<file path="config.mk">
export PLATFORM = sky130hd
export DESIGN_NAME = vid_target_and_power_good_control
export DESIGN_NICKNAME = d
export VERILOG_FILES = /design/src/design/vid_ctrl_pkg.sv /design/src/design/ident_filter.sv /design/src/design/vid_target_and_power_good_control.sv
export SDC_FILE = /design/constraint.sdc
export NUM_CORES = 1
export LEC_CHECK = 0
export BUFFER_PORTS_ARGS = -buffer_cell sky130_fd_sc_hd__buf_4
export CORE_ASPECT_RATIO = 1.75
export CORE_MARGIN = 4
export CORE_UTILIZATION = 47
export DETAILED_ROUTE_END_ITERATION = 12
export GPL_TIMING_DRIVEN = 0
export PLACE_DENSITY_LB_ADDON = 0.3
export RECOVER_POWER = 100
export SLEW_MARGIN = 20
export SYNTH_ARGS = -nofsm -noshare
export SYNTH_HDL_FRONTEND = slang
export SYNTH_SLANG_ARGS = --single-unit
</file>
<file path="constraint.sdc">
create_clock -name CLK -period 109.5 [get_ports CLK]
set_input_delay 10.95 -clock CLK [delete_from_list [all_inputs] [get_ports CLK]]
set_output_delay 10.95 -clock CLK [all_outputs]
set_load 0.02 [all_outputs]
</file>
<file path="src/design/vid_ctrl_pkg.sv">
package vid_ctrl_pkg;

	// ----------------------------------------
	// Register offsets
	// ----------------------------------------
	localparam logic [7:0] ADDR_TARGET_CODE = 8'h21;
	localparam logic [7:0] ADDR_PHASE_CFG = 8'hD1;
	localparam logic [7:0] ADDR_REG_CFG_A = 8'hD2;
	localparam logic [7:0] ADDR_REG_CFG_B = 8'hD3;
	localparam logic [7:0] ADDR_TRANSITION = 8'hD6;
	localparam logic [7:0] ADDR_TRIM = 8'hDB;
	localparam logic [7:0] ADDR_CAL = 8'hDC;
	localparam logic [7:0] ADDR_GOOD_UPPER = 8'hE0;
	localparam logic [7:0] ADDR_GOOD_LOWER = 8'hE1;
	localparam logic [7:0] ADDR_STATUS = 8'hF0;

	// ----------------------------------------
	// Reset values
	// ----------------------------------------
	localparam logic [7:0] RST_TARGET_CODE = 8'h00;
	localparam logic [7:0] RST_PHASE_CFG = 8'h03;
	localparam logic [7:0] RST_REG_CFG = 8'h00;
	localparam logic [7:0] RST_TRANSITION = 8'h02;
	localparam logic [7:0] RST_OFFSET = 8'h00;
	localparam logic [7:0] RST_GOOD_UPPER = 8'h00;
	localparam logic [7:0] RST_GOOD_LOWER = 8'h00;

	// ----------------------------------------
	// Field positions
	// ----------------------------------------
	localparam int SRC_SEL_BIT = 3;
	localparam int OFFSET_SIGN_BIT = 5;
	localparam int OFFSET_MAG_MSB = 4;
	localparam int RATE_MSB = 2;
	localparam int UPPER_MSB = 1;
	localparam int LOWER_MSB = 2;
	localparam int LP_COUNT_LSB = 6;
	localparam int NORMAL_COUNT_MSB = 1;

	// ----------------------------------------
	// Identification and phase-count codes of note
	// ----------------------------------------
	localparam logic [7:0] IDENT_OFF_CODE = 8'h00;
	localparam logic [7:0] IDENT_NO_CPU_CODE = 8'hFF;
	localparam logic [7:0] IDENT_RST_CODE = 8'h00;
	localparam logic [1:0] LP_TWO_PHASE_CODE = 2'b01;

	// ----------------------------------------
	// Voltages, in microvolts, and slew rates, in V/ms
	// ----------------------------------------
	localparam int STEP_UV = 6250;
	localparam int OFFSET_MAX_UV = 193750;
	localparam logic [7:0] OFFSET_MAX_STEPS = 8'(OFFSET_MAX_UV / STEP_UV);
	localparam int UPPER_BASE_UV = 300000;
	localparam int UPPER_STEP_UV = 50000;
	localparam int LOWER_BASE_UV = 500000;
	localparam int LOWER_STEP_UV = 50000;
	localparam int CLAMP_RELEASE_UV = 300000;
	localparam logic [11:0] CLAMP_RELEASE_STEPS = 12'(CLAMP_RELEASE_UV / STEP_UV);
	localparam int RATE_BASE_VPMS = 1;
	localparam int RATE_STEP_VPMS = 2;

	// ----------------------------------------
	// Timing
	// ----------------------------------------
	localparam int CLK_MHZ = 200;
	localparam int IGNORE_NS = 200;
	localparam logic [5:0] IGNORE_CYCLES = 6'((IGNORE_NS * CLK_MHZ + 999) / 1000);
	localparam int BLANK_US = 100;
	localparam int BLANK_CYCLES_DEF = BLANK_US * CLK_MHZ;
	localparam int OFF_CONFIRM_US = 5;
	localparam logic [9:0] OFF_CONFIRM_CYCLES = 10'(OFF_CONFIRM_US * CLK_MHZ);
	localparam int TURN_ON_DELAY_US = 1000;
	localparam int TURN_ON_DELAY_DEF = TURN_ON_DELAY_US * CLK_MHZ;

	typedef enum logic [2:0] {
		ST_OFF,
		ST_SOFTSTART,
		ST_DELAY,
		ST_RUN,
		ST_SHUTDOWN
	} ctrl_state_type;

endpackage : vid_ctrl_pkg

</file>
<file path="src/design/ident_filter.sv">
`timescale 1ns/1ps
`default_nettype none

module ident_filter
	import vid_ctrl_pkg::*;
(
	// Clock and reset
	input wire logic clk,
	input wire logic rst_n,
	// Raw pins
	input wire logic [7:0] pins,
	// Filtered code
	output logic [7:0] code,
	output logic change,
	output logic update
);

	logic [7:0] s1_reg;
	logic [7:0] s2_reg;
	logic [7:0] s3_reg;
	logic [7:0] code_reg;
	logic [5:0] ignore_reg;
	logic change_reg;
	logic update_reg;

	// ----------------------------------------
	// Change detect and ignore window
	// ----------------------------------------
	wire raw_change = (s2_reg != s3_reg);
	wire window_end = (ignore_reg == 6'h01) && !raw_change;

	always_ff @(posedge clk or negedge rst_n) begin
		if (!rst_n) begin
			s1_reg <= 8'h00;
			s2_reg <= 8'h00;
			s3_reg <= 8'h00;
			code_reg <= IDENT_RST_CODE;
			ignore_reg <= 6'h00;
			change_reg <= 1'b0;
			update_reg <= 1'b0;
		end else begin
			s1_reg <= pins;
			s2_reg <= s1_reg;
			s3_reg <= s2_reg;
			change_reg <= raw_change;
			update_reg <= window_end;
			// Skewed bits keep restarting the window
			if (raw_change) begin
				ignore_reg <= IGNORE_CYCLES;
			end else if (ignore_reg != 6'h00) begin
				ignore_reg <= ignore_reg - 6'h01;
			end
			if (window_end) begin
				code_reg <= s3_reg;
			end
		end
	end

	assign code = code_reg;
	assign change = change_reg;
	assign update = update_reg;

endmodule : ident_filter

`default_nettype wire

</file>
<file path="src/design/vid_target_and_power_good_control.sv">
`timescale 1ns/1ps
`default_nettype none

module vid_target_and_power_good_control
	import vid_ctrl_pkg::*;
#(
	parameter logic [17:0] BLANK_CYCLES = 18'(BLANK_CYCLES_DEF),
	parameter logic [17:0] TURN_ON_DELAY = 18'(TURN_ON_DELAY_DEF)
) (
	// Clock and reset
	input wire logic CLK,
	input wire logic RST_N,
	// Register port
	input wire logic [7:0] REG_ADDR,
	input wire logic [7:0] REG_WDATA,
	input wire logic REG_WR,
	input wire logic REG_RD,
	output logic [7:0] REG_RDATA,
	output logic REG_RVALID,
	// Processor pins
	input wire logic [7:0] IDENT_PINS,
	input wire logic LOW_POWER_STATE_N,
	// Front-end status
	input wire logic ENABLE,
	input wire logic SUPPLY_OK,
	input wire logic [11:0] OUT_LEVEL,
	input wire logic LOAD_STEP_UP,
	input wire logic LOAD_RELEASE,
	// Regulator outputs
	output logic [11:0] TARGET_LEVEL,
	output logic [3:0] PHASE_ENABLE,
	output logic BASE_PHASE_DISABLE_N,
	output logic SWITCHED_PHASE_DISABLE_N,
	output logic TRANSIENT_DETECT_OUT,
	output logic CLAMP_ACTIVE,
	output logic CONTROLLER_SHUTDOWN,
	// Power-good open-drain pin
	output logic POWER_GOOD_OUT_O,
	output logic POWER_GOOD_OUT_OE
);

	// ----------------------------------------
	// Functions
	// ----------------------------------------
	function automatic logic signed [6:0] sm_to_signed(input logic [7:0] f);
		logic [6:0] m;
		m = {2'b00, f[OFFSET_MAG_MSB:0]};
		return f[OFFSET_SIGN_BIT] ? -$signed(m) : $signed(m);
	endfunction : sm_to_signed

	function automatic logic [11:0] upper_steps(input logic [1:0] c);
		return 12'((UPPER_BASE_UV - int'(c) * UPPER_STEP_UV) / STEP_UV);
	endfunction : upper_steps

	function automatic logic [11:0] lower_steps(input logic [2:0] c);
		return 12'((LOWER_BASE_UV - int'(c) * LOWER_STEP_UV) / STEP_UV);
	endfunction : lower_steps

	// Least spacing between 6.25 mV steps, rounded up
	function automatic logic [10:0] slew_period(input logic [2:0] c);
		int r;
		r = RATE_BASE_VPMS + RATE_STEP_VPMS * int'(c);
		return 11'((STEP_UV * CLK_MHZ + r * 1000 - 1) / (r * 1000));
	endfunction : slew_period

	function automatic logic [3:0] normal_mask(input logic [2:0] n);
		return 4'((5'b00001 << n) - 5'b00001);
	endfunction : normal_mask

	function automatic logic [3:0] lp_mask(input logic [2:0] n, input logic two);
		logic [3:0] m;
		m = 4'b0001;
		if (two && n >= 3'd2) begin
			m = m | 4'(5'b00001 << (n >> 1));
		end
		return m;
	endfunction : lp_mask

	// ----------------------------------------
	// Input synchronisers
	// ----------------------------------------
	logic [4:0] sync1_reg;
	logic [4:0] sync2_reg;
	logic [11:0] out1_reg;
	logic [11:0] out2_reg;

	always_ff @(posedge CLK or negedge RST_N) begin
		if (!RST_N) begin
			sync1_reg <= 5'h00;
			sync2_reg <= 5'h00;
			out1_reg <= 12'h000;
			out2_reg <= 12'h000;
		end else begin
			sync1_reg <= {LOAD_RELEASE, LOAD_STEP_UP, LOW_POWER_STATE_N, SUPPLY_OK, ENABLE};
			sync2_reg <= sync1_reg;
			out1_reg <= OUT_LEVEL;
			out2_reg <= out1_reg;
		end
	end

	wire en_ok = sync2_reg[0] & sync2_reg[1];
	wire low_power = !sync2_reg[2];
	wire step_up = sync2_reg[3];
	wire release_seen = sync2_reg[4];

	// ----------------------------------------
	// Identification input filter
	// ----------------------------------------
	logic [7:0] ident_code;
	logic ident_change;

	ident_filter u_ident (
		.clk(CLK),
		.rst_n(RST_N),
		.pins(IDENT_PINS),
		.code(ident_code),
		.change(ident_change),
		.update()
	);

	// ----------------------------------------
	// Register file
	// ----------------------------------------
	logic [7:0] target_code_reg;
	logic [7:0] phase_count_config_reg;
	logic [7:0] regulator_config_a_reg;
	logic [7:0] regulator_config_b_reg;
	logic [7:0] transition_rate_reg;
	logic [7:0] output_trim_offset_reg;
	logic [7:0] output_cal_offset_reg;
	logic [7:0] good_upper_limit_reg;
	logic [7:0] good_lower_limit_reg;

	always_ff @(posedge CLK or negedge RST_N) begin
		if (!RST_N) begin
			target_code_reg <= RST_TARGET_CODE;
			phase_count_config_reg <= RST_PHASE_CFG;
			regulator_config_a_reg <= RST_REG_CFG;
			regulator_config_b_reg <= RST_REG_CFG;
			transition_rate_reg <= RST_TRANSITION;
			output_trim_offset_reg <= RST_OFFSET;
			output_cal_offset_reg <= RST_OFFSET;
			good_upper_limit_reg <= RST_GOOD_UPPER;
			good_lower_limit_reg <= RST_GOOD_LOWER;
		end else if (REG_WR) begin
			case (REG_ADDR)
				ADDR_TARGET_CODE: target_code_reg <= REG_WDATA;
				ADDR_PHASE_CFG: phase_count_config_reg <= REG_WDATA;
				ADDR_REG_CFG_A: regulator_config_a_reg <= REG_WDATA;
				ADDR_REG_CFG_B: regulator_config_b_reg <= REG_WDATA;
				ADDR_TRANSITION: transition_rate_reg <= REG_WDATA;
				ADDR_TRIM: output_trim_offset_reg <= REG_WDATA;
				ADDR_CAL: output_cal_offset_reg <= REG_WDATA;
				ADDR_GOOD_UPPER: good_upper_limit_reg <= REG_WDATA;
				ADDR_GOOD_LOWER: good_lower_limit_reg <= REG_WDATA;
				default: ;
			endcase
		end
	end

	// ----------------------------------------
	// Target selection and offset
	// ----------------------------------------
	// Both copies must be set, so one stray write cannot select the register source; clearing either one returns to the pins
	wire src_prog = regulator_config_a_reg[SRC_SEL_BIT] & regulator_config_b_reg[SRC_SEL_BIT];
	wire [7:0] base_code = src_prog ? target_code_reg : ident_code;

	wire signed [6:0] trim_s = sm_to_signed(output_trim_offset_reg);
	wire signed [6:0] cal_s = sm_to_signed(output_cal_offset_reg);
	wire signed [7:0] sum_s = 8'(trim_s) + 8'(cal_s);
	wire signed [7:0] max_s = $signed(OFFSET_MAX_STEPS);
	wire signed [7:0] offset_s = (sum_s > max_s) ? max_s :
		(sum_s < -max_s) ? -max_s : sum_s;
	wire signed [13:0] final_s = $signed({6'h00, base_code}) + 14'(offset_s);
	wire [11:0] final_level = final_s[13] ? 12'h000 : final_s[11:0];

	// ----------------------------------------
	// Control state and timers
	// ----------------------------------------
	ctrl_state_type state_reg;
	ctrl_state_type state_next;
	logic [11:0] level_reg;
	logic [10:0] slew_cnt_reg;
	logic [17:0] blank_cnt_reg;
	logic [17:0] delay_cnt_reg;
	logic [9:0] off_cnt_reg;

	wire active = (state_reg == ST_SOFTSTART) || (state_reg == ST_DELAY) || (state_reg == ST_RUN);
	wire at_target = (level_reg == final_level);
	wire off_seen = !src_prog && (ident_code == IDENT_OFF_CODE);
	wire off_confirmed = (off_cnt_reg == OFF_CONFIRM_CYCLES);
	wire delay_done = (delay_cnt_reg == TURN_ON_DELAY);
	wire blanked = (blank_cnt_reg != 18'h00000);
	wire slew_tick = (slew_cnt_reg == 11'h000);

	always_comb begin
		state_next = state_reg;
		case (state_reg)
			ST_OFF: if (en_ok) state_next = ST_SOFTSTART;
			ST_SOFTSTART: if (at_target) state_next = ST_DELAY;
			ST_DELAY: if (delay_done) state_next = ST_RUN;
			ST_RUN: state_next = ST_RUN;
			ST_SHUTDOWN: state_next = ST_SHUTDOWN;
			default: state_next = ST_OFF;
		endcase
		if (active && off_confirmed) begin
			state_next = ST_SHUTDOWN;
		end
		// Shutdown latches until enable or supply OK goes low
		if (!en_ok) begin
			state_next = ST_OFF;
		end
	end

	always_ff @(posedge CLK or negedge RST_N) begin
		if (!RST_N) begin
			state_reg <= ST_OFF;
		end else begin
			state_reg <= state_next;
		end
	end

	// One 6.25 mV step per slew period, both for soft-start and transitions
	always_ff @(posedge CLK or negedge RST_N) begin
		if (!RST_N) begin
			level_reg <= 12'h000;
			slew_cnt_reg <= 11'h000;
		end else if (!active) begin
			level_reg <= 12'h000;
			slew_cnt_reg <= 11'h000;
		end else if (!slew_tick) begin
			slew_cnt_reg <= slew_cnt_reg - 11'h001;
		end else if (!at_target) begin
			slew_cnt_reg <= slew_period(transition_rate_reg[RATE_MSB:0]) - 11'h001;
			level_reg <= (level_reg < final_level) ? level_reg + 12'h001 : level_reg - 12'h001;
		end
	end

	always_ff @(posedge CLK or negedge RST_N) begin
		if (!RST_N) begin
			blank_cnt_reg <= 18'h00000;
			delay_cnt_reg <= 18'h00000;
			off_cnt_reg <= 10'h000;
		end else begin
			if (ident_change) begin
				blank_cnt_reg <= BLANK_CYCLES;
			end else if (blanked) begin
				blank_cnt_reg <= blank_cnt_reg - 18'h00001;
			end
			if (state_reg != ST_DELAY) begin
				delay_cnt_reg <= 18'h00000;
			end else if (!delay_done) begin
				delay_cnt_reg <= delay_cnt_reg + 18'h00001;
			end
			if (!off_seen) begin
				off_cnt_reg <= 10'h000;
			end else if (!off_confirmed) begin
				off_cnt_reg <= off_cnt_reg + 10'h001;
			end
		end
	end

	// ----------------------------------------
	// Power-good window and clamp
	// ----------------------------------------
	wire [11:0] upper = upper_steps(good_upper_limit_reg[UPPER_MSB:0]);
	wire [11:0] lower = lower_steps(good_lower_limit_reg[LOWER_MSB:0]);
	wire signed [13:0] tgt_s = $signed({2'b00, level_reg});
	wire signed [13:0] out_s = $signed({2'b00, out2_reg});
	wire signed [13:0] hi_s = tgt_s + $signed({2'b00, upper});
	wire signed [13:0] lo_s = tgt_s - $signed({2'b00, lower});
	wire window_ok = (out_s <= hi_s) && (out_s >= lo_s);
	wire over_trip = (out_s > hi_s);
	wire no_cpu = !src_prog && (ident_code == IDENT_NO_CPU_CODE);

	logic good_reg;
	logic clamp_reg;

	// While blanked the last verdict is held rather than forced either way
	wire good_next = (state_reg == ST_RUN) && en_ok && !no_cpu &&
		(blanked ? good_reg : window_ok);
	wire clamp_next = active && (clamp_reg ? (out2_reg >= CLAMP_RELEASE_STEPS) :
		(over_trip && !blanked));

	// ----------------------------------------
	// Phase management
	// ----------------------------------------
	wire [2:0] normal_n = 3'({1'b0, phase_count_config_reg[NORMAL_COUNT_MSB:0]}) + 3'd1;
	wire lp_two = (phase_count_config_reg[LP_COUNT_LSB+1:LP_COUNT_LSB] == LP_TWO_PHASE_CODE);
	// A load step overrides shedding so the shed phases come back, one per cycle
	wire shed = low_power && !step_up;
	wire [3:0] want_mask = (!active || clamp_reg) ? 4'h0 :
		shed ? lp_mask(normal_n, lp_two) : normal_mask(normal_n);
	wire [3:0] keep = PHASE_ENABLE & want_mask;
	wire [3:0] missing = want_mask & ~PHASE_ENABLE;
	wire [3:0] phase_next = keep | (missing & (~missing + 4'h1));

	// ----------------------------------------
	// Output registers
	// ----------------------------------------
	always_ff @(posedge CLK or negedge RST_N) begin
		if (!RST_N) begin
			good_reg <= 1'b0;
			clamp_reg <= 1'b0;
			PHASE_ENABLE <= 4'h0;
			BASE_PHASE_DISABLE_N <= 1'b0;
			SWITCHED_PHASE_DISABLE_N <= 1'b0;
			TRANSIENT_DETECT_OUT <= 1'b0;
			TARGET_LEVEL <= 12'h000;
			CONTROLLER_SHUTDOWN <= 1'b0;
			CLAMP_ACTIVE <= 1'b0;
			POWER_GOOD_OUT_OE <= 1'b1;
		end else begin
			good_reg <= good_next;
			clamp_reg <= clamp_next;
			PHASE_ENABLE <= phase_next;
			BASE_PHASE_DISABLE_N <= active;
			SWITCHED_PHASE_DISABLE_N <= active && !shed;
			TRANSIENT_DETECT_OUT <= active && release_seen;
			TARGET_LEVEL <= level_reg;
			CONTROLLER_SHUTDOWN <= (state_reg == ST_SHUTDOWN);
			CLAMP_ACTIVE <= clamp_next;
			// Open drain: pull low whenever power is not good
			POWER_GOOD_OUT_OE <= !good_next;
		end
	end

	assign POWER_GOOD_OUT_O = 1'b0;

	// ----------------------------------------
	// Register read
	// ----------------------------------------
	wire [7:0] status = {state_reg, 1'b0, shed, blanked, clamp_reg, good_reg};
	wire [7:0] rd_mux =
		(REG_ADDR == ADDR_TARGET_CODE) ? target_code_reg :
		(REG_ADDR == ADDR_PHASE_CFG) ? phase_count_config_reg :
		(REG_ADDR == ADDR_REG_CFG_A) ? regulator_config_a_reg :
		(REG_ADDR == ADDR_REG_CFG_B) ? regulator_config_b_reg :
		(REG_ADDR == ADDR_TRANSITION) ? transition_rate_reg :
		(REG_ADDR == ADDR_TRIM) ? output_trim_offset_reg :
		(REG_ADDR == ADDR_CAL) ? output_cal_offset_reg :
		(REG_ADDR == ADDR_GOOD_UPPER) ? good_upper_limit_reg :
		(REG_ADDR == ADDR_GOOD_LOWER) ? good_lower_limit_reg :
		(REG_ADDR == ADDR_STATUS) ? status : 8'h00;

	always_ff @(posedge CLK or negedge RST_N) begin
		if (!RST_N) begin
			REG_RDATA <= 8'h00;
			REG_RVALID <= 1'b0;
		end else begin
			REG_RVALID <= REG_RD;
			if (REG_RD) begin
				REG_RDATA <= rd_mux;
			end
		end
	end

endmodule : vid_target_and_power_good_control

`default_nettype wire

</file>
# Word-level counts from Yosys, hierarchy flattened
# Index checks and enable logic that the tools add are counted.
[op_classes] n_div=3 n_eq_ne=29 n_bitwise=8 n_reduce_logical=44 mul=3 n_shift=2 mux=41 n_addsub=22 order_cmp=8
[ops] op="8-bit 2-to-1 mux" n=13
[ops] op="8-bit equality test, second input constant" n=10
[ops] op="18-bit 2-to-1 mux" n=4
[ops] op="32-bit by 14-bit divider with 32-bit output, second input constant" n=2
[ops] op="12-bit 2-to-1 mux" n=5
[ops] op="11-bit 2-to-1 mux" n=3
[ops] op="22-bit by 32-bit adder with 32-bit output, first input constant" n=1
[ops] op="32-bit by 32-bit divider with 32-bit output" n=1
[ops] op="32-bit by 2-bit subtractor with 32-bit output, second input constant" n=1
[ops] op="2-bit AND reduction" n=11
[ops] op="11-bit by 1-bit subtractor with 11-bit output, second input constant" n=2
[ops] op="10-bit 2-to-1 mux" n=2
[ops] op="19-bit by 18-bit subtractor with 20-bit output, first input constant" n=1
[ops] op="19-bit by 19-bit subtractor with 20-bit output, first input constant" n=1
[ops] op="18-bit by 1-bit adder with 18-bit output, second input constant" n=1
[ops] op="18-bit equality test, second input constant" n=1
[ops] op="18-bit nonzero test" n=1
[ops] op="18-bit by 1-bit subtractor with 18-bit output, second input constant" n=1
[ops] op="3-bit by 12-bit multiplier with 15-bit output, second input constant" n=1
[ops] op="3-bit one-hot mux with 5 select lines" n=1
[ops] op="1-bit logical AND" n=14
[ops] op="2-bit by 12-bit multiplier with 14-bit output, second input constant" n=1
[ops] op="7-bit 2-to-1 mux" n=2
[ops] op="5-bit negator with 7-bit output" n=2
[ops] op="other kinds (52)" n=78
[word_totals] mem_bits_ro=0 wordCells=196 mem_count=0 ff_bits=249 latch_bits=0 mem_bits_rw=0 input_bits=45

# Logic depth before layout (Yosys ltp)
[depth] ltp_word=13 depth_mapped=268

# Hierarchy
# A second synthesis with hierarchy kept.
[hier_totals] hier_cells=4230 area_unflattened_um2=33036.7
[by_module_without_submodules] module="vid_target_and_power_good_control" cells_each=4143 instances=1 area_each_um2=31640.3 seq_area_each_um2=5260.0
[by_module_without_submodules] module="ident_filter" cells_each=87 instances=1 area_each_um2=1396.3 seq_area_each_um2=1001.0

# Worst setup path before layout
# No wires, ideal clock.
[synth_path] path_kind="register -> register" start="reg transition_rate_reg[0]" end="reg slew_cnt_reg[10]" setup_ns=0.134 arrival_time_ns=48.531 required_ns=109.366 n_path_buf=33 stages_incl_launch_ff=250 path_slack_ns=60.834 synth_period_minus_slack_ns=48.666 cell_sequence="dfrtp_1 clkbuf_1 inv_1 clkbuf_1 ha_1 clkbuf_1 inv_2 ha_1 inv_1 ha_1 a211oi_1 o21ai_0 a31oi_1 or2_2 clkbuf_1 clkinv_1 ha_1 buf_2 [... 214 more ...] buf_6 nand2_1 nand2_1 xor2_1 ha_1 and4_1 nor2b_1 a311o_1 a41o_1 o21ai_1 a31o_1 nand3_1 o22ai_1 ha_1 nand2_1 nor2_1 xor2_1 nor2_1"
[synth_between] elab_chain_cells=9
[synth_rtl] item="start: declaration" line="vid_target_and_power_good_control.sv:128" text="logic [7:0] transition_rate_reg;"
[synth_rtl] item="start signal: assignment" line="vid_target_and_power_good_control.sv:140" text="transition_rate_reg <= RST_TRANSITION;"
[synth_rtl] item="start signal: assignment" line="vid_target_and_power_good_control.sv:151" text="ADDR_TRANSITION: transition_rate_reg <= REG_WDATA;"
[synth_rtl] item="1-bit by 4-bit adder with 5-bit output *" line="vid_target_and_power_good_control.sv:62" text="r = RATE_BASE_VPMS + RATE_STEP_VPMS * int'(c);"
[synth_rtl] item="5-bit by 7-bit multiplier with 12-bit output *" line="vid_target_and_power_good_control.sv:63" text="return 11'((STEP_UV * CLK_MHZ + r * 1000 - 1) / (r * 1000));"
[synth_rtl] item="22-bit by 32-bit adder with 32-bit output" line="vid_target_and_power_good_control.sv:63"
[synth_rtl] item="32-bit by 2-bit subtractor with 32-bit output" line="vid_target_and_power_good_control.sv:63"
[synth_rtl] item="32-bit by 32-bit divider with 32-bit output *" line="vid_target_and_power_good_control.sv:63"
[synth_rtl] item="11-bit by 1-bit subtractor with 11-bit output *" line="vid_target_and_power_good_control.sv:234" text="slew_cnt_reg <= slew_period(transition_rate_reg[RATE_MSB:0]) - 11'h001;"
[synth_rtl] item="11-bit 2-to-1 mux *" line="vid_target_and_power_good_control.sv:233" text="end else if (!at_target) begin"
[synth_rtl] item="11-bit 2-to-1 mux *" line="vid_target_and_power_good_control.sv:231" text="end else if (!slew_tick) begin"
[synth_rtl] item="11-bit 2-to-1 mux *" line="vid_target_and_power_good_control.sv:228" text="end else if (!active) begin"
[synth_rtl] item="end signal: assignment" line="vid_target_and_power_good_control.sv:232" text="slew_cnt_reg <= slew_cnt_reg - 11'h001;"
[synth_rtl] item="end signal: assignment" line="vid_target_and_power_good_control.sv:234"
[synth_rtl] item="end: declaration" line="vid_target_and_power_good_control.sv:183" text="logic [10:0] slew_cnt_reg;"
# Mark *: on every way between the ends. The rest lies on a longest branch, timed or not. The select of a mux whose other input is x is not followed.
# A chain may end at the register's enable or synchronous reset.

# Worst setup path after layout
[layout_path] start="reg transition_rate_reg[1]" end="reg slew_cnt_reg[10]"
# The elaborated chain is that of the path after synthesis.

==> results by group <==
Outcome
  – Status: finished with violations
  – Violated checks: capacitance limit, slew limit

Global routing
  – Largest net degree at the start of global routing: roughly 100
  – Global-route wire length before repair: 172400 um
  – Number of global-route vias before repair: about 34000
  – GRT Util Overall: 0.2766
  – Antenna violations before repair: 0
  – Grt ovf: 0

Run
  – Max Cap Violations: 4

Timing
  – Final hold violations: 0
  – RSZ-0062 raised after global routing: false
  – Setup ws final: 43.16 ns
  – Slew Viols, Final: approximately 250
  – Skew final: about 0.015 ns
  – Final Cycle Share: 0.6058
  – Slew @ Worst Pin: between 5 and 6 ns
  – Min Clock Period, post-route: approximately 66 ns
  – Rel. slew slack: -2.482
  – Fmax: 0.01507 GHz
  – Final setup fails: 0
  – Setup TNS: 0 ns

Critical path
  – Crit path max-delay cell type: dfstp_1
  – Max incr delay on CP: 1.37 ns
  – Worst EP required: 109.92 ns
  – RR Endpoint: slew_cnt_reg[10]
  – Setup CP Type: reg -> reg
  – Worst path arrival time: ~67 ns
  – Critical Path Start Type: flop
  – Crit path max-delay family: compound AO/OA/AOI/OAI gates
  – Most Frequent Cell on Critical Path: a21oi_1
  – CP Capture Type: flop
  – R2R cell count: 250
  – Worst Path Max Fanout: 25
  – Worst reg2reg setup slack: about 43 ns
  – Worst Path Buf+Inv: 42
  – Crit Reg-Reg Startpoint: transition_rate_reg[1]

Route
  – WL per Instance: 20.76 um
  – Drt pass-1 iters: 6
  – Post-DRT Antenna Nets: 0
  – Vias per inst: around 6.3
  – Residual DRC: 0
  – Starting DRT DRC Count: ~1800
  – Via count: roughly 34000
  – Routed WL: between 100000 and 150000 um

CTS
  – Clock-pin slew of the registers on the worst-case setup and hold paths: approximately 0.09 ns
  – Clock Latency Late Sink: between 0.5 and 0.6 ns
  – Clock sinks: between 200 and 250
  – Clk buf depth: 3
  – Root buffer cell: clkbuf_16
  – CTS Buf Count: 21
  – Number of hold buffers added after cts: 0
  – CTS tree: done
  – Post-CTS sizing: 0
  – Setup bufs post-CTS: 0
  – H-Tree Depth: 1

Place
  – GPL Wtd Cong: a little over 1
  – DP HPWL: approximately 90000 um
  – Dpl ws: approximately 47 ns
  – Port Buf Inserts: 71

Synth
  – Syn avg cell area: just under 8 sq um
  – Main synth FF type: dfrtp_1
  – Post-synth cell types: 134
  – Netlist Area Pre-Place: approximately 0.034 sq mm
  – Number of flops mapped to enable cells by yosys: 0
  – Mapped Cells: between 4000 and 5000
  – Post-synthesis sequential area ratio: 0.1858
  – Yosys warns: 0
  – #FFs+latches synth: 249
  – Async set or reset register ratio after synthesis: 1.000

Final layout
  – Layout overhead on the synthesized area: 6.887%
  – Antenna cells: 0
  – Fin nets: around 4800
  – Layout cells sized above 1: 0.07537

Min path
  – Worst Hold End: u_ident.s2_reg[1]
  – Hold Path Origin: u_ident.s1_reg[1]
  – WHS Path Cells: 0
  – Min-Delay Path Class: reg -> reg

Floorplan
  – Die H: about 360 um
  – DIE WIDTH: 210.0 um
  – Row cnt: roughly 130
  – Initial core utilization: 0.4747
  – Die Area: about 0.076 sq mm
  – Core box area: 0.07070 sq mm
  – I/O Pins: 77
synthesized netlist by cell type (all sizes together), types with 44 or more instances:
cell    instances  area (sq um)
dfrtp         245          6131
a21o           93         698.2
and2           52         325.3
clkbuf         90         341.6
nand3         121         610.6
a21oi         396          1997
nand2b         69         431.7
nand4          55         362.9
nor2b          58         362.9
o21bai         47         352.8
xnor2         226          1987
o211ai         47         377.9
ha            325          4066
nor2          393          1478
mux2i          45         483.0
mux2          116          1310
o31ai          44         362.9
a31oi          54         337.8
xor2          134          1181
nor4           62         442.9
a211oi         55         440.4
o21ai         268          1356
inv           195         734.5
nor3          127         673.2
or3            47         299.0
o21a           57         427.9
nand2         355          1338
worst max-delay path by stage:
| stage | depth (start not counted) | slack (ns) | to | from |
|---|---|---|---|---|
| floorplan | 249 | 60.83 | slew_cnt_reg[10] | transition_rate_reg[0] |
| global placement | 250 | 47.82 | slew_cnt_reg[10] | transition_rate_reg[1] |
| detailed placement | 251 | 47.48 | slew_cnt_reg[10] | transition_rate_reg[1] |
| CTS | 251 | 47.21 | slew_cnt_reg[10] | transition_rate_reg[1] |
| global route | 252 | 38.92 | slew_cnt_reg[10] | transition_rate_reg[1] |
| finish | 250 | 43.16 | slew_cnt_reg[10] | transition_rate_reg[1] |
layout by cell type, fill, tap and decap left out, drive strengths merged, types with 34 or more instances in the layout:
master,instances
a211oi,55
a21o,93
a21oi,396
a31oi,54
and2,52
and3,38
buf,51
clkbuf,183
dfrtp,245
ha,325
inv,199
mux2,116
mux2i,45
nand2,355
nand2b,69
nand3,121
nand4,55
nor2,393
nor2b,58
nor3,127
nor4,62
o211ai,47
o21a,57
o21ai,268
o21bai,47
o31ai,44
or2,34
or3,47
xnor2,226
xor2,134
cell families (layout without fill, tap and decap cells):
group | after synthesis | after routing | synth area share
xor gates and xnor gates | 361 | 361 | 0.09508
AOI/OAI and AO/OA | 1376 | 1376 | 0.2733
other | 2 | 13 | 0.0002238
muxes | 161 | 161 | 0.05343
adders and majority gates | 334 | 334 | 0.1262
DFF | 249 | 249 | 0.1858
buffers and inverters | 331 | 444 | 0.03900
and+or+nand+nor | 1507 | 1507 | 0.2269
routing by layer:
metal  vias up  global-route usage  wire, um
met4         0              0.2225     10480
met2      1019              0.5496     60060
met1     16145              0.2494     37240
li1      16270                   -         -
met3       476             0.02160      3530
met5         -                   0         0
worst register-to-register path, delay by kind of cell, from the launching register on:
kind                       cells  cell delay [ns]
buffers and inverters         42            13.18
xor gates and xnor gates       4             0.91
DFF                            1             1.37
AOI/OAI and AO/OA            109            24.70
muxes                          2             0.80
and+or+nand+nor               72            17.60
adders and majority gates     21             7.56
through the flow:
stage	hold WS [ns]	instances	instance area [sq um]	utilization
6_report	0.3483	5362	35870	0.5074
5_1_grt	0.3541	5362	35870	0.5074
4_1_cts	0.3510	5362	36100	0.5106
3_5_place_dp	0.3347	5324	35410	0.5008
3_3_place_gp	0.3329	5320	35280	0.4990
2_1_floorplan	0.3312	4332	33600	-
final cells by class:
class / instances / area, sq um
sequential: 249 / 6236
clock inverter: 11 / 113.9
timing repair buffer: 75 / 441.7
inverter: 199 / 749.5
clock buffer: 27 / 578.1
multi-input combinational: 3752 / 26040
fill: 7014 / 34830
buffer: 132 / 559.3
tap: 917 / 1147
Power is not shown: default switching activity piles up to over one toggle a cycle in this logic, so the estimate is an artifact.
